`config.mk`:
```
export PLATFORM = sky130hd
export DESIGN_NAME = gsr_core
export DESIGN_NICKNAME = d
export VERILOG_FILES = /design/src/core/gsr_pkg.sv /design/src/core/gsr_summary.sv /design/src/core/gsr_core.sv
export VERILOG_INCLUDE_DIRS = /design/src /design/src/core
export SDC_FILE = /design/constraint.sdc
export NUM_CORES = 1
export LEC_CHECK = 0
export BUFFER_PORTS_ARGS = -buffer_cell sky130_fd_sc_hd__buf_4
export CAP_MARGIN = 15
export CORE_ASPECT_RATIO = 0.9
export CORE_MARGIN = 1.5
export CORE_UTILIZATION = 45
export CTS_CLUSTER_DIAMETER = 40
export DETAILED_ROUTE_END_ITERATION = 12
export PLACE_DENSITY = 0.76
export SKIP_LAST_GASP = 1
export SLEW_MARGIN = 5
export SYNTH_ARGS = -nofsm -noshare
export SYNTH_HDL_FRONTEND = slang
export SYNTH_SLANG_ARGS = --single-unit
```
`constraint.sdc`:
```
create_clock -name clock -period 1.7 [get_ports clock]
set_input_delay 0.255 -clock clock [delete_from_list [all_inputs] [get_ports clock]]
set_output_delay 0.255 -clock clock [all_outputs]
set_load 0.01 [all_outputs]
```
`src/core/gsr_defs.svh`:
```
// Constants for the status reporting block
`ifndef GSR_DEFS_SVH
`define GSR_DEFS_SVH
`define GSR_EV_OPC     0
`define GSR_EV_QYE     2
`define GSR_EV_DDE     3
`define GSR_EV_EXE     4
`define GSR_EV_CME     5
`define GSR_EV_PON     7
`define GSR_EV_USED    8'hBD
`define GSR_STB_TSB    3
`define GSR_STB_MAV    4
`define GSR_STB_ESB    5
`define GSR_STB_MSS    6
`define GSR_LINE_MAX   80
`define GSR_BYTE_ZERO  8'h00
`define GSR_CNT_W      7
`endif

```
`src/core/gsr_pkg.sv`:
```
// Types for the status reporting block
`default_nettype none
package gsr_pkg;
   typedef enum logic [3:0] {
      GSR_CMD_NONE     = 4'h0,
      GSR_CMD_OPC      = 4'h1,
      GSR_CMD_RST      = 4'h2,
      GSR_CMD_CLS      = 4'h3,
      GSR_CMD_ESE      = 4'h4,
      GSR_CMD_ESE_Q    = 4'h5,
      GSR_CMD_ESR_Q    = 4'h6,
      GSR_CMD_SRE      = 4'h7,
      GSR_CMD_SRE_Q    = 4'h8,
      GSR_CMD_STB_Q    = 4'h9,
      GSR_CMD_TSE      = 4'hA,
      GSR_CMD_TSE_Q    = 4'hB,
      GSR_CMD_TSR_Q    = 4'hC,
      GSR_CMD_LRN_Q    = 4'hD,
      GSR_CMD_OTHER_Q  = 4'hE
   } gsr_cmd_e;
   typedef enum logic [1:0] {
      GSR_OC_IDLE = 2'b00,
      GSR_OC_ARM  = 2'b01
   } gsr_oc_e;
endpackage : gsr_pkg
`default_nettype wire

```
`src/core/gsr_summary.sv`:
```
// Masked OR reduction of an event byte to one summary bit
`default_nettype none
module gsr_summary #(
   parameter int W = 8
) (
   input  wire logic [W-1:0] flags,
   input  wire logic [W-1:0] enables,
   output logic              summary
);
   initial begin
      if (W < 1) $error("gsr_summary: W must be positive");
   end
   assign summary = |(flags & enables);
endmodule : gsr_summary
`default_nettype wire

```
`src/core/gsr_core.sv`:
```
// Status reporting, service request and message exchange control
`include "gsr_defs.svh"
`default_nettype none
// Operation
// - Raise service request while an enabled summary condition exists.
// - Drop service request after serial poll or when conditions clear.
// - Operation complete flag set only by the operation-complete command.
// - Query error: no output, any command while output unread, unterminated query.
// - Device error on lost input data or line buffer overflow.
// - Execution error on range, parameter count or device condition.
// - Command error on unknown command or invalid bus command.
// - Power-on flag set at power-up; request and user bits unused.
// - Standard summary follows any enabled event flag, recomputed continuously.
// - Test summary follows any enabled test event, recomputed continuously.
// - All three enable masks clear to zero on power-up.
// - Commands write and read test enable; query returns test events.
// - Fresh input buffer per command line, at most eighty characters.
// - Query response generated at parse time, not at read time.
// - Only the learn query returns several response units.
// - Reset command restores defaults and idles completion state machines.
// - Commands run sequentially; completion signalled right after each operation-complete command.
// - Power-up restores saved settings, or factory defaults if corrupted.
module gsr_core #(
   parameter int LINE_MAX = `GSR_LINE_MAX,
   parameter int SET_W    = 8
) (
   input  wire logic                clock,
   input  wire logic                rst_b,
   input  wire logic                rx_char_valid,
   input  wire logic                rx_char_term,
   input  wire logic                rx_data_lost,
   input  wire logic                cmd_valid,
   input  wire gsr_pkg::gsr_cmd_e   cmd_code,
   input  wire logic [7:0]          cmd_arg,
   input  wire logic                exec_range_err,
   input  wire logic                exec_count_err,
   input  wire logic                exec_dev_err,
   input  wire logic                cmd_unknown,
   input  wire logic                bus_cmd_invalid,
   input  wire logic                out_read_req,
   input  wire logic                out_read_done,
   input  wire logic                serial_poll_done,
   input  wire logic [7:0]          test_events,
   input  wire logic [SET_W-1:0]    saved_settings,
   input  wire logic [SET_W-1:0]    factory_settings,
   input  wire logic                nv_corrupt_pin,
   output logic                     srq_out,
   output logic                     srq_oe,
   output logic [7:0]               resp_data,
   output logic                     resp_valid,
   output logic                     resp_multi,
   output logic                     msg_avail,
   output logic [7:0]               std_event_flags,
   output logic [7:0]               std_enable_mask,
   output logic [7:0]               test_enable_mask,
   output logic                     test_summary_bit,
   output logic                     std_summary_bit,
   output logic [SET_W-1:0]         device_settings,
   output logic [`GSR_CNT_W-1:0]    line_count,
   output logic                     op_complete
);
   initial begin
      if (LINE_MAX < 1 || LINE_MAX > 127)
         $error("gsr_core: LINE_MAX out of range");
      if (SET_W < 8)
         $error("gsr_core: SET_W below reply width");
   end

   logic [7:0]            esr_r;
   logic [7:0]            ese_r;
   logic [7:0]            sre_r;
   logic [7:0]            tse_r;
   logic                  srq_r;
   logic                  polled_r;
   logic [`GSR_CNT_W-1:0] cnt_r;
   logic                  line_open_r;
   logic                  mav_r;
   logic [7:0]            resp_r;
   logic                  resp_v_r;
   logic                  multi_r;
   logic                  esb_r;
   logic                  tsb_r;
   logic [SET_W-1:0]      set_r;
   logic                  pon_r;
   logic                  nv_m_r;
   logic                  nv_s_r;
   logic                  ovf_r;
   logic                  esb_c;
   logic                  tsb_c;
   logic [7:0]            stb_c;
   logic                  rqs_c;
   logic [7:0]            esr_set_c;
   logic                  is_query_c;
   logic                  esr_read_c;
   logic                  cls_c;
   logic                  rst_cmd_c;
   gsr_pkg::gsr_oc_e      ocs_r;

   function automatic logic query_code(input gsr_pkg::gsr_cmd_e c);
      query_code = (c == gsr_pkg::GSR_CMD_ESE_Q) ||
                   (c == gsr_pkg::GSR_CMD_ESR_Q) ||
                   (c == gsr_pkg::GSR_CMD_SRE_Q) ||
                   (c == gsr_pkg::GSR_CMD_STB_Q) ||
                   (c == gsr_pkg::GSR_CMD_TSE_Q) ||
                   (c == gsr_pkg::GSR_CMD_TSR_Q) ||
                   (c == gsr_pkg::GSR_CMD_LRN_Q) ||
                   (c == gsr_pkg::GSR_CMD_OTHER_Q);
   endfunction : query_code

   gsr_summary #(.W(8)) u_esb (
      .flags   (esr_r),
      .enables (ese_r),
      .summary (esb_c)
   );
   gsr_summary #(.W(8)) u_tsb (
      .flags   (test_events),
      .enables (tse_r),
      .summary (tsb_c)
   );

   assign is_query_c = cmd_valid && query_code(cmd_code);
   assign esr_read_c = cmd_valid && (cmd_code == gsr_pkg::GSR_CMD_ESR_Q);
   assign cls_c      = cmd_valid && (cmd_code == gsr_pkg::GSR_CMD_CLS);
   assign rst_cmd_c  = cmd_valid && (cmd_code == gsr_pkg::GSR_CMD_RST);

   always_comb begin
      stb_c = `GSR_BYTE_ZERO;
      stb_c[`GSR_STB_TSB] = tsb_c;
      stb_c[`GSR_STB_MAV] = mav_r;
      stb_c[`GSR_STB_ESB] = esb_c;
      rqs_c = |(stb_c & sre_r);
      stb_c[`GSR_STB_MSS] = rqs_c;
   end

   // Corrupt-store strap comes from outside; two stages first
   // No reset: strap must already be settled when reset lifts
   always_ff @(posedge clock) begin
      nv_m_r <= nv_corrupt_pin;
      nv_s_r <= nv_m_r;
   end

   // Power-up marker, cleared one cycle after reset release
   always_ff @(posedge clock) begin
      if (!rst_b)
         pon_r <= 1'b1;
      else
         pon_r <= 1'b0;
   end

   // Event sources gathered into one set vector
   always_comb begin
      esr_set_c = `GSR_BYTE_ZERO;
      // completion flag only from the command
      esr_set_c[`GSR_EV_OPC] = cmd_valid &&
                               (cmd_code == gsr_pkg::GSR_CMD_OPC);
      esr_set_c[`GSR_EV_QYE] = (out_read_req && !mav_r) ||
                               (cmd_valid && mav_r) ||
                               (out_read_req && line_open_r);
      esr_set_c[`GSR_EV_DDE] = rx_data_lost || ovf_r;
      esr_set_c[`GSR_EV_EXE] = exec_range_err || exec_count_err ||
                               exec_dev_err;
      esr_set_c[`GSR_EV_CME] = cmd_unknown || bus_cmd_invalid;
      // power-on flag on the first cycle after reset
      esr_set_c[`GSR_EV_PON] = pon_r;
   end

   // Event register; a new event outranks a clear in the same cycle
   always_ff @(posedge clock) begin
      if (!rst_b)
         esr_r <= `GSR_BYTE_ZERO;
      // clear on read, sets still win
      else if (esr_read_c || cls_c)
         esr_r <= esr_set_c & `GSR_EV_USED;
      else
         esr_r <= (esr_r | esr_set_c) & `GSR_EV_USED;
   end

   // enable masks zero at power-up; survive reset command
   always_ff @(posedge clock) begin
      if (!rst_b) begin
         ese_r <= `GSR_BYTE_ZERO;
         sre_r <= `GSR_BYTE_ZERO;
         tse_r <= `GSR_BYTE_ZERO;
      end else if (cmd_valid) begin
         if (cmd_code == gsr_pkg::GSR_CMD_ESE)
            ese_r <= cmd_arg;
         if (cmd_code == gsr_pkg::GSR_CMD_SRE)
            sre_r <= cmd_arg;
         if (cmd_code == gsr_pkg::GSR_CMD_TSE)
            tse_r <= cmd_arg;
      end
   end

   // per-line buffer occupancy, restarted at each terminator
   always_ff @(posedge clock) begin
      if (!rst_b) begin
         cnt_r       <= '0;
         line_open_r <= 1'b0;
         ovf_r       <= 1'b0;
      end else begin
         ovf_r <= 1'b0;
         if (rx_char_valid) begin
            if (rx_char_term) begin
               cnt_r       <= '0;
               line_open_r <= 1'b0;
            end else if (cnt_r == `GSR_CNT_W'(LINE_MAX)) begin
               ovf_r <= 1'b1;
            end else begin
               cnt_r       <= cnt_r + `GSR_CNT_W'(1);
               line_open_r <= 1'b1;
            end
         end
      end
   end

   // response built in the parse cycle
   always_ff @(posedge clock) begin
      if (!rst_b) begin
         resp_r   <= `GSR_BYTE_ZERO;
         resp_v_r <= 1'b0;
         multi_r  <= 1'b0;
         mav_r    <= 1'b0;
      end else begin
         resp_v_r <= is_query_c;
         if (is_query_c) begin
            mav_r <= 1'b1;
            // only the learn query is multi-unit
            multi_r <= (cmd_code == gsr_pkg::GSR_CMD_LRN_Q);
            unique case (cmd_code)
               gsr_pkg::GSR_CMD_ESE_Q: resp_r <= ese_r;
               gsr_pkg::GSR_CMD_ESR_Q: resp_r <= esr_r;
               gsr_pkg::GSR_CMD_SRE_Q: resp_r <= sre_r;
               gsr_pkg::GSR_CMD_STB_Q: resp_r <= stb_c;
               gsr_pkg::GSR_CMD_TSE_Q: resp_r <= tse_r;
               gsr_pkg::GSR_CMD_TSR_Q: resp_r <= test_events;
               default:                resp_r <= set_r[7:0];
            endcase
         end else if (out_read_done || cls_c) begin
            mav_r <= 1'b0;
         end
      end
   end

   // reset command idles the completion machine
   // sequential: completion is immediate after the command
   always_ff @(posedge clock) begin
      if (!rst_b)
         ocs_r <= gsr_pkg::GSR_OC_IDLE;
      else if (rst_cmd_c)
         ocs_r <= gsr_pkg::GSR_OC_IDLE;
      else if (cmd_valid && cmd_code == gsr_pkg::GSR_CMD_OPC)
         ocs_r <= gsr_pkg::GSR_OC_ARM;
      else
         ocs_r <= gsr_pkg::GSR_OC_IDLE;
   end

   // settings restore at power-up, factory on corruption
   always_ff @(posedge clock) begin
      if (!rst_b)
         set_r <= '0;
      else if (pon_r)
         set_r <= nv_s_r ? factory_settings : saved_settings;
      // reset command returns device settings to defaults
      else if (rst_cmd_c)
         set_r <= factory_settings;
   end

   always_ff @(posedge clock) begin
      if (!rst_b) begin
         srq_r    <= 1'b0;
         polled_r <= 1'b0;
      end else begin
         if (!rqs_c)
            polled_r <= 1'b0;
         else if (serial_poll_done)
            polled_r <= 1'b1;
         srq_r <= rqs_c && !polled_r && !serial_poll_done;
      end
   end

   always_ff @(posedge clock) begin
      if (!rst_b) begin
         esb_r <= 1'b0;
         tsb_r <= 1'b0;
      end else begin
         esb_r <= esb_c;
         tsb_r <= tsb_c;
      end
   end

   assign srq_out          = 1'b0;
   assign srq_oe           = srq_r;
   assign resp_data        = resp_r;
   assign resp_valid       = resp_v_r;
   assign resp_multi       = multi_r;
   assign msg_avail        = mav_r;
   assign std_event_flags  = esr_r;
   assign std_enable_mask  = ese_r;
   assign test_enable_mask = tse_r;
   assign test_summary_bit = tsb_r;
   assign std_summary_bit  = esb_r;
   assign device_settings  = set_r;
   assign line_count       = cnt_r;
   assign op_complete      = (ocs_r == gsr_pkg::GSR_OC_ARM);

   chk_opc_cause: assert property (
      @(posedge clock) disable iff (!rst_b)
      $rose(esr_r[`GSR_EV_OPC]) |-> $past(cmd_code) == gsr_pkg::GSR_CMD_OPC)
      else $error("completion flag set without command");
   chk_qye_nomsg: assert property (
      @(posedge clock) disable iff (!rst_b)
      out_read_req && !mav_r |=> esr_r[`GSR_EV_QYE])
      else $error("query error missed");
   chk_dde_lost: assert property (
      @(posedge clock) disable iff (!rst_b)
      rx_data_lost |=> esr_r[`GSR_EV_DDE])
      else $error("device error missed");
   chk_exe_set: assert property (
      @(posedge clock) disable iff (!rst_b)
      exec_range_err || exec_count_err || exec_dev_err |=> esr_r[`GSR_EV_EXE])
      else $error("execution error missed");
   chk_cme_set: assert property (
      @(posedge clock) disable iff (!rst_b)
      cmd_unknown || bus_cmd_invalid |=> esr_r[`GSR_EV_CME])
      else $error("command error missed");
   chk_unused_bits: assert property (
      @(posedge clock) disable iff (!rst_b)
      (esr_r & ~`GSR_EV_USED) == `GSR_BYTE_ZERO)
      else $error("unused event bit set");
   chk_esb_follow: assert property (
      @(posedge clock) disable iff (!rst_b)
      ##1 esb_r == |($past(esr_r) & $past(ese_r)))
      else $error("standard summary wrong");
   chk_tsb_follow: assert property (
      @(posedge clock) disable iff (!rst_b)
      ##1 tsb_r == |($past(test_events) & $past(tse_r)))
      else $error("test summary wrong");
   chk_srq_drop: assert property (
      @(posedge clock) disable iff (!rst_b)
      serial_poll_done |=> !srq_oe)
      else $error("request not released after poll");
   chk_srq_raise: assert property (
      @(posedge clock) disable iff (!rst_b)
      rqs_c && !polled_r && !serial_poll_done |=> srq_oe)
      else $error("request not raised");
   chk_line_cap: assert property (
      @(posedge clock) disable iff (!rst_b)
      cnt_r <= `GSR_CNT_W'(LINE_MAX))
      else $error("line buffer past capacity");
   chk_resp_multi: assert property (
      @(posedge clock) disable iff (!rst_b)
      resp_v_r && multi_r |-> $past(cmd_code) == gsr_pkg::GSR_CMD_LRN_Q)
      else $error("multi-unit reply from wrong query");
endmodule : gsr_core
`default_nettype wire

```
==> results.md <==
- WL/cell: 16.7 um
- Slew HR: 0.579
- Initial DRC count: 199
- Fmax: 615 MHz
- Clk_lat worst skew: about 360 ps
- Full die area: 7410 um2
- R2R Path Start: std_enable_mask[3]
- Warnings, synthesis: 0
- Pre-CTS WS: -32.5 ps
- Min-Delay Endpoint: nv_m_r
- Detailed Routing Iterations Pass 1: 5
- Max_cap viols: 0
- Hold Path Depth: 1
- Netlist cell types: between 50 and 60
- Period utilization: 0.956
- Synthesized cell area: ~3100 um2
- First-pass GRT wire length: 15600 um
- Power per Cell Area: 776 nW/um2
- Post-Syn Instances: 354
- CTS tree: yes
- Outcome: finished clean
- Crit path capture type: flop
- Reg2reg setup slack: 70 ps
- Rows: 28
- Clk root buf: clkbuf_8
- Clock slew at reported path FFs: about 80 ps
- Final Hold Viols: 0
- Crit Path Class: reg -> reg
- Post-synth EDFFs: 0
- Crit path launch type: flop
- Layout cells sized above 1: 0.369
- Final Util: 0.668
- DR vias: ~3300
- HPWL Detailed: 7560 um
- Syn-to-layout area delta: 42.2%
- Layout filler cell count: 566
- Number of global-route vias before repair: 3106
- Initial Utilization: 0.469
- R2R cell count: 5
- Drt drc: 0
- Total of flip-flops plus latches after synthesis: 66
- Post-Route WL: 9700 um
- Commonest non-fill, non-tap cell in the layout: buf_4
- Antenna violation net count after detailed routing: 0
- Final Net Count: between 500 and 600
- CP required: 1960 ps
- IO Pins: 106
- Class of the worst hold path: in -> reg
- Max clock buf depth: 2
- Clk_skew: 7.91 ps
- Most frequent cells in the layout: 143 x buf_4, 63 x dfxtp_1, 40 x nor2_1
- Hold Buf Count CTS: 0
- Vias/cell: about 5.6
- Synth Flop Type: dfxtp_1
- Peak supply drop: 0.628 mV
- Worst-path fanout max: 2
- Worst r2r dst: resp_data[5]
- GRT Util Overall: 0.271
- Largest net degree at the start of global routing: 39
- Core Box Area: between 6000 and 7000 um2
- Slew Limit Fails: 0
- Worst hold margin: around 9 ps
- GPL Wtd Cong: 0.979
- Worst Slack Setup Final: 74.5 ps
- Worst slew pin tran: around 630 ps
- Buffers on Ports: 102
- Antenna violations before repair: 0
- GRT overflow: 0
- Die Height: 81.8 um
- CTS H-Tree Depth: 3
- Asr flop ratio synth: 0
- Die W: 90.6 um
- Sequential element share of the synthesized area: 0.425
- HP Start: nv_corrupt_pin
- CTS sink cnt: 66
- WP data arrival: 1880 ps
- Syn Area/Cell: between 8 and 9 um2
- TritonCTS buffer count: 9
- Leak: 1.94 nW
- Final worst path period need: 1630 ps
- # diodes: 0
- Final setup viols: 0
-- registers in the layout, indices dropped and copies added, names as in the netlist --
| register | count |
|---|---|
| resp_data | 8 |
| polled_r | 1 |
| ovf_r | 1 |
| test_enable_mask | 8 |
| msg_avail | 1 |
| nv_m_r | 1 |
| srq_oe | 1 |
| resp_valid | 1 |
| device_settings | 8 |
| pon_r | 1 |
| nv_s_r | 1 |
| std_event_flags | 6 |
| line_count | 7 |
| std_enable_mask | 8 |
| ocs_r | 1 |
| sre_r | 8 |
| resp_multi | 1 |
| line_open_r | 1 |
| test_summary_bit | 1 |
| std_summary_bit | 1 |
-- worst max-delay path by stage --
stage / from / to / slack (ps) / cells after the start
2_1_floorplan: cmd_code[2] / resp_data[5] / 0.2 / 7
3_3_place_gp: cmd_code[1] / resp_data[3] / -20 / 6
3_5_place_dp: cmd_code[3] / resp_data[0] / -30 / 6
4_1_cts: std_event_flags[4] / resp_data[5] / 4 / 5
5_1_grt: std_enable_mask[3] / resp_data[5] / -5 / 5
6_report: std_enable_mask[3] / resp_data[5] / 70 / 5
-- through the flow --
stage / cells / setup TNS (ps) / instance area (um2) / total power [mW]
after floorplan: 356 / 0 / 3130 / 1.95
after global placement: 563 / -29.2 / 4190 / 2.24
after detailed placement: 563 / -57.5 / 4190 / 2.25
after CTS: 579 / 0 / 4370 / 3.43
after global routing: 581 / -5.11 / 4420 / 3.58
final: 581 / 0 / 4420 / 3.43
-- synth_stat cells, types with 5 or more instances --
master | n | area, um2
a22oi_1 | 11 | 82.6
nand2_1 | 21 | 78.8
nor2_1 | 41 | 154
clkbuf_1 | 10 | 37.5
nor3b_1 | 5 | 37.5
nand2b_1 | 5 | 31.3
nand3_1 | 15 | 75.1
a211oi_1 | 11 | 82.6
inv_1 | 8 | 30.0
a221oi_1 | 6 | 52.6
o21ai_0 | 12 | 60.1
buf_2 | 7 | 35.0
a21oi_1 | 32 | 160
dfxtp_1 | 66 | 1320
mux2i_1 | 26 | 260
nor3_1 | 6 | 30.0
a31oi_1 | 5 | 31.3
-- per-layer routing --
| layer | wire [um] | GRT usage | part of all wire |
|---|---|---|---|
| met1 | 4210 | 0.340 | 0.43 |
| met2 | 4610 | 0.451 | 0.47 |
| met3 | 708 | 0.0759 | 0.073 |
| met4 | 175 | 0.0905 | 0.018 |
| met5 | 0 | 0 | 0 |
-- cell families after synthesis --
group | count (synthesis) | share of synthesized area
adder cells (fa/ha/maj) | 2 | 0.00805
buffers and inverters | 33 | 0.0523
flip-flops | 66 | 0.425
other | 1 | 0.00121
multiplexers | 27 | 0.0874
XOR/XNOR | 2 | 0.00564
AO/OA/AOI/OAI | 102 | 0.221
AND/OR/NAND/NOR | 121 | 0.199
-- layout make-up --
type,instances,area [um2],area share
multi-input cells,257,1680,0.380
flip-flops and latches,66,1330,0.300
repair buffers,144,1090,0.247
clock buffers,10,138,0.0311
well taps,90,113,0.0255
clock inverters,6,41.3,0.00934
inverters,8,30.0,0.00679
-- worst max-delay path, stage by stage, from the launching register on --
cell and delay, ps:
dfxtp_2 330, a22oi_2 210, nand3_2 110, a32o_1 260, or4_1 470, o2111a_1 150
-- report_power, final --
group	switching [mW]	leakage [nW]	total [mW]	internal, mW
logic	0.289	1.31	0.574	0.285
registers	0.0473	0.540	1.65	1.61
clock network	0.635	0.0847	1.20	0.567
total	0.971	1.94	3.43	2.46
-- timing repair --
action                     4_1_cts  5_1_grt
setup buffers                    0        2
setup endpoints to repair        0        9
resized for setup                0        9
(Power assumes the default switching activity.)
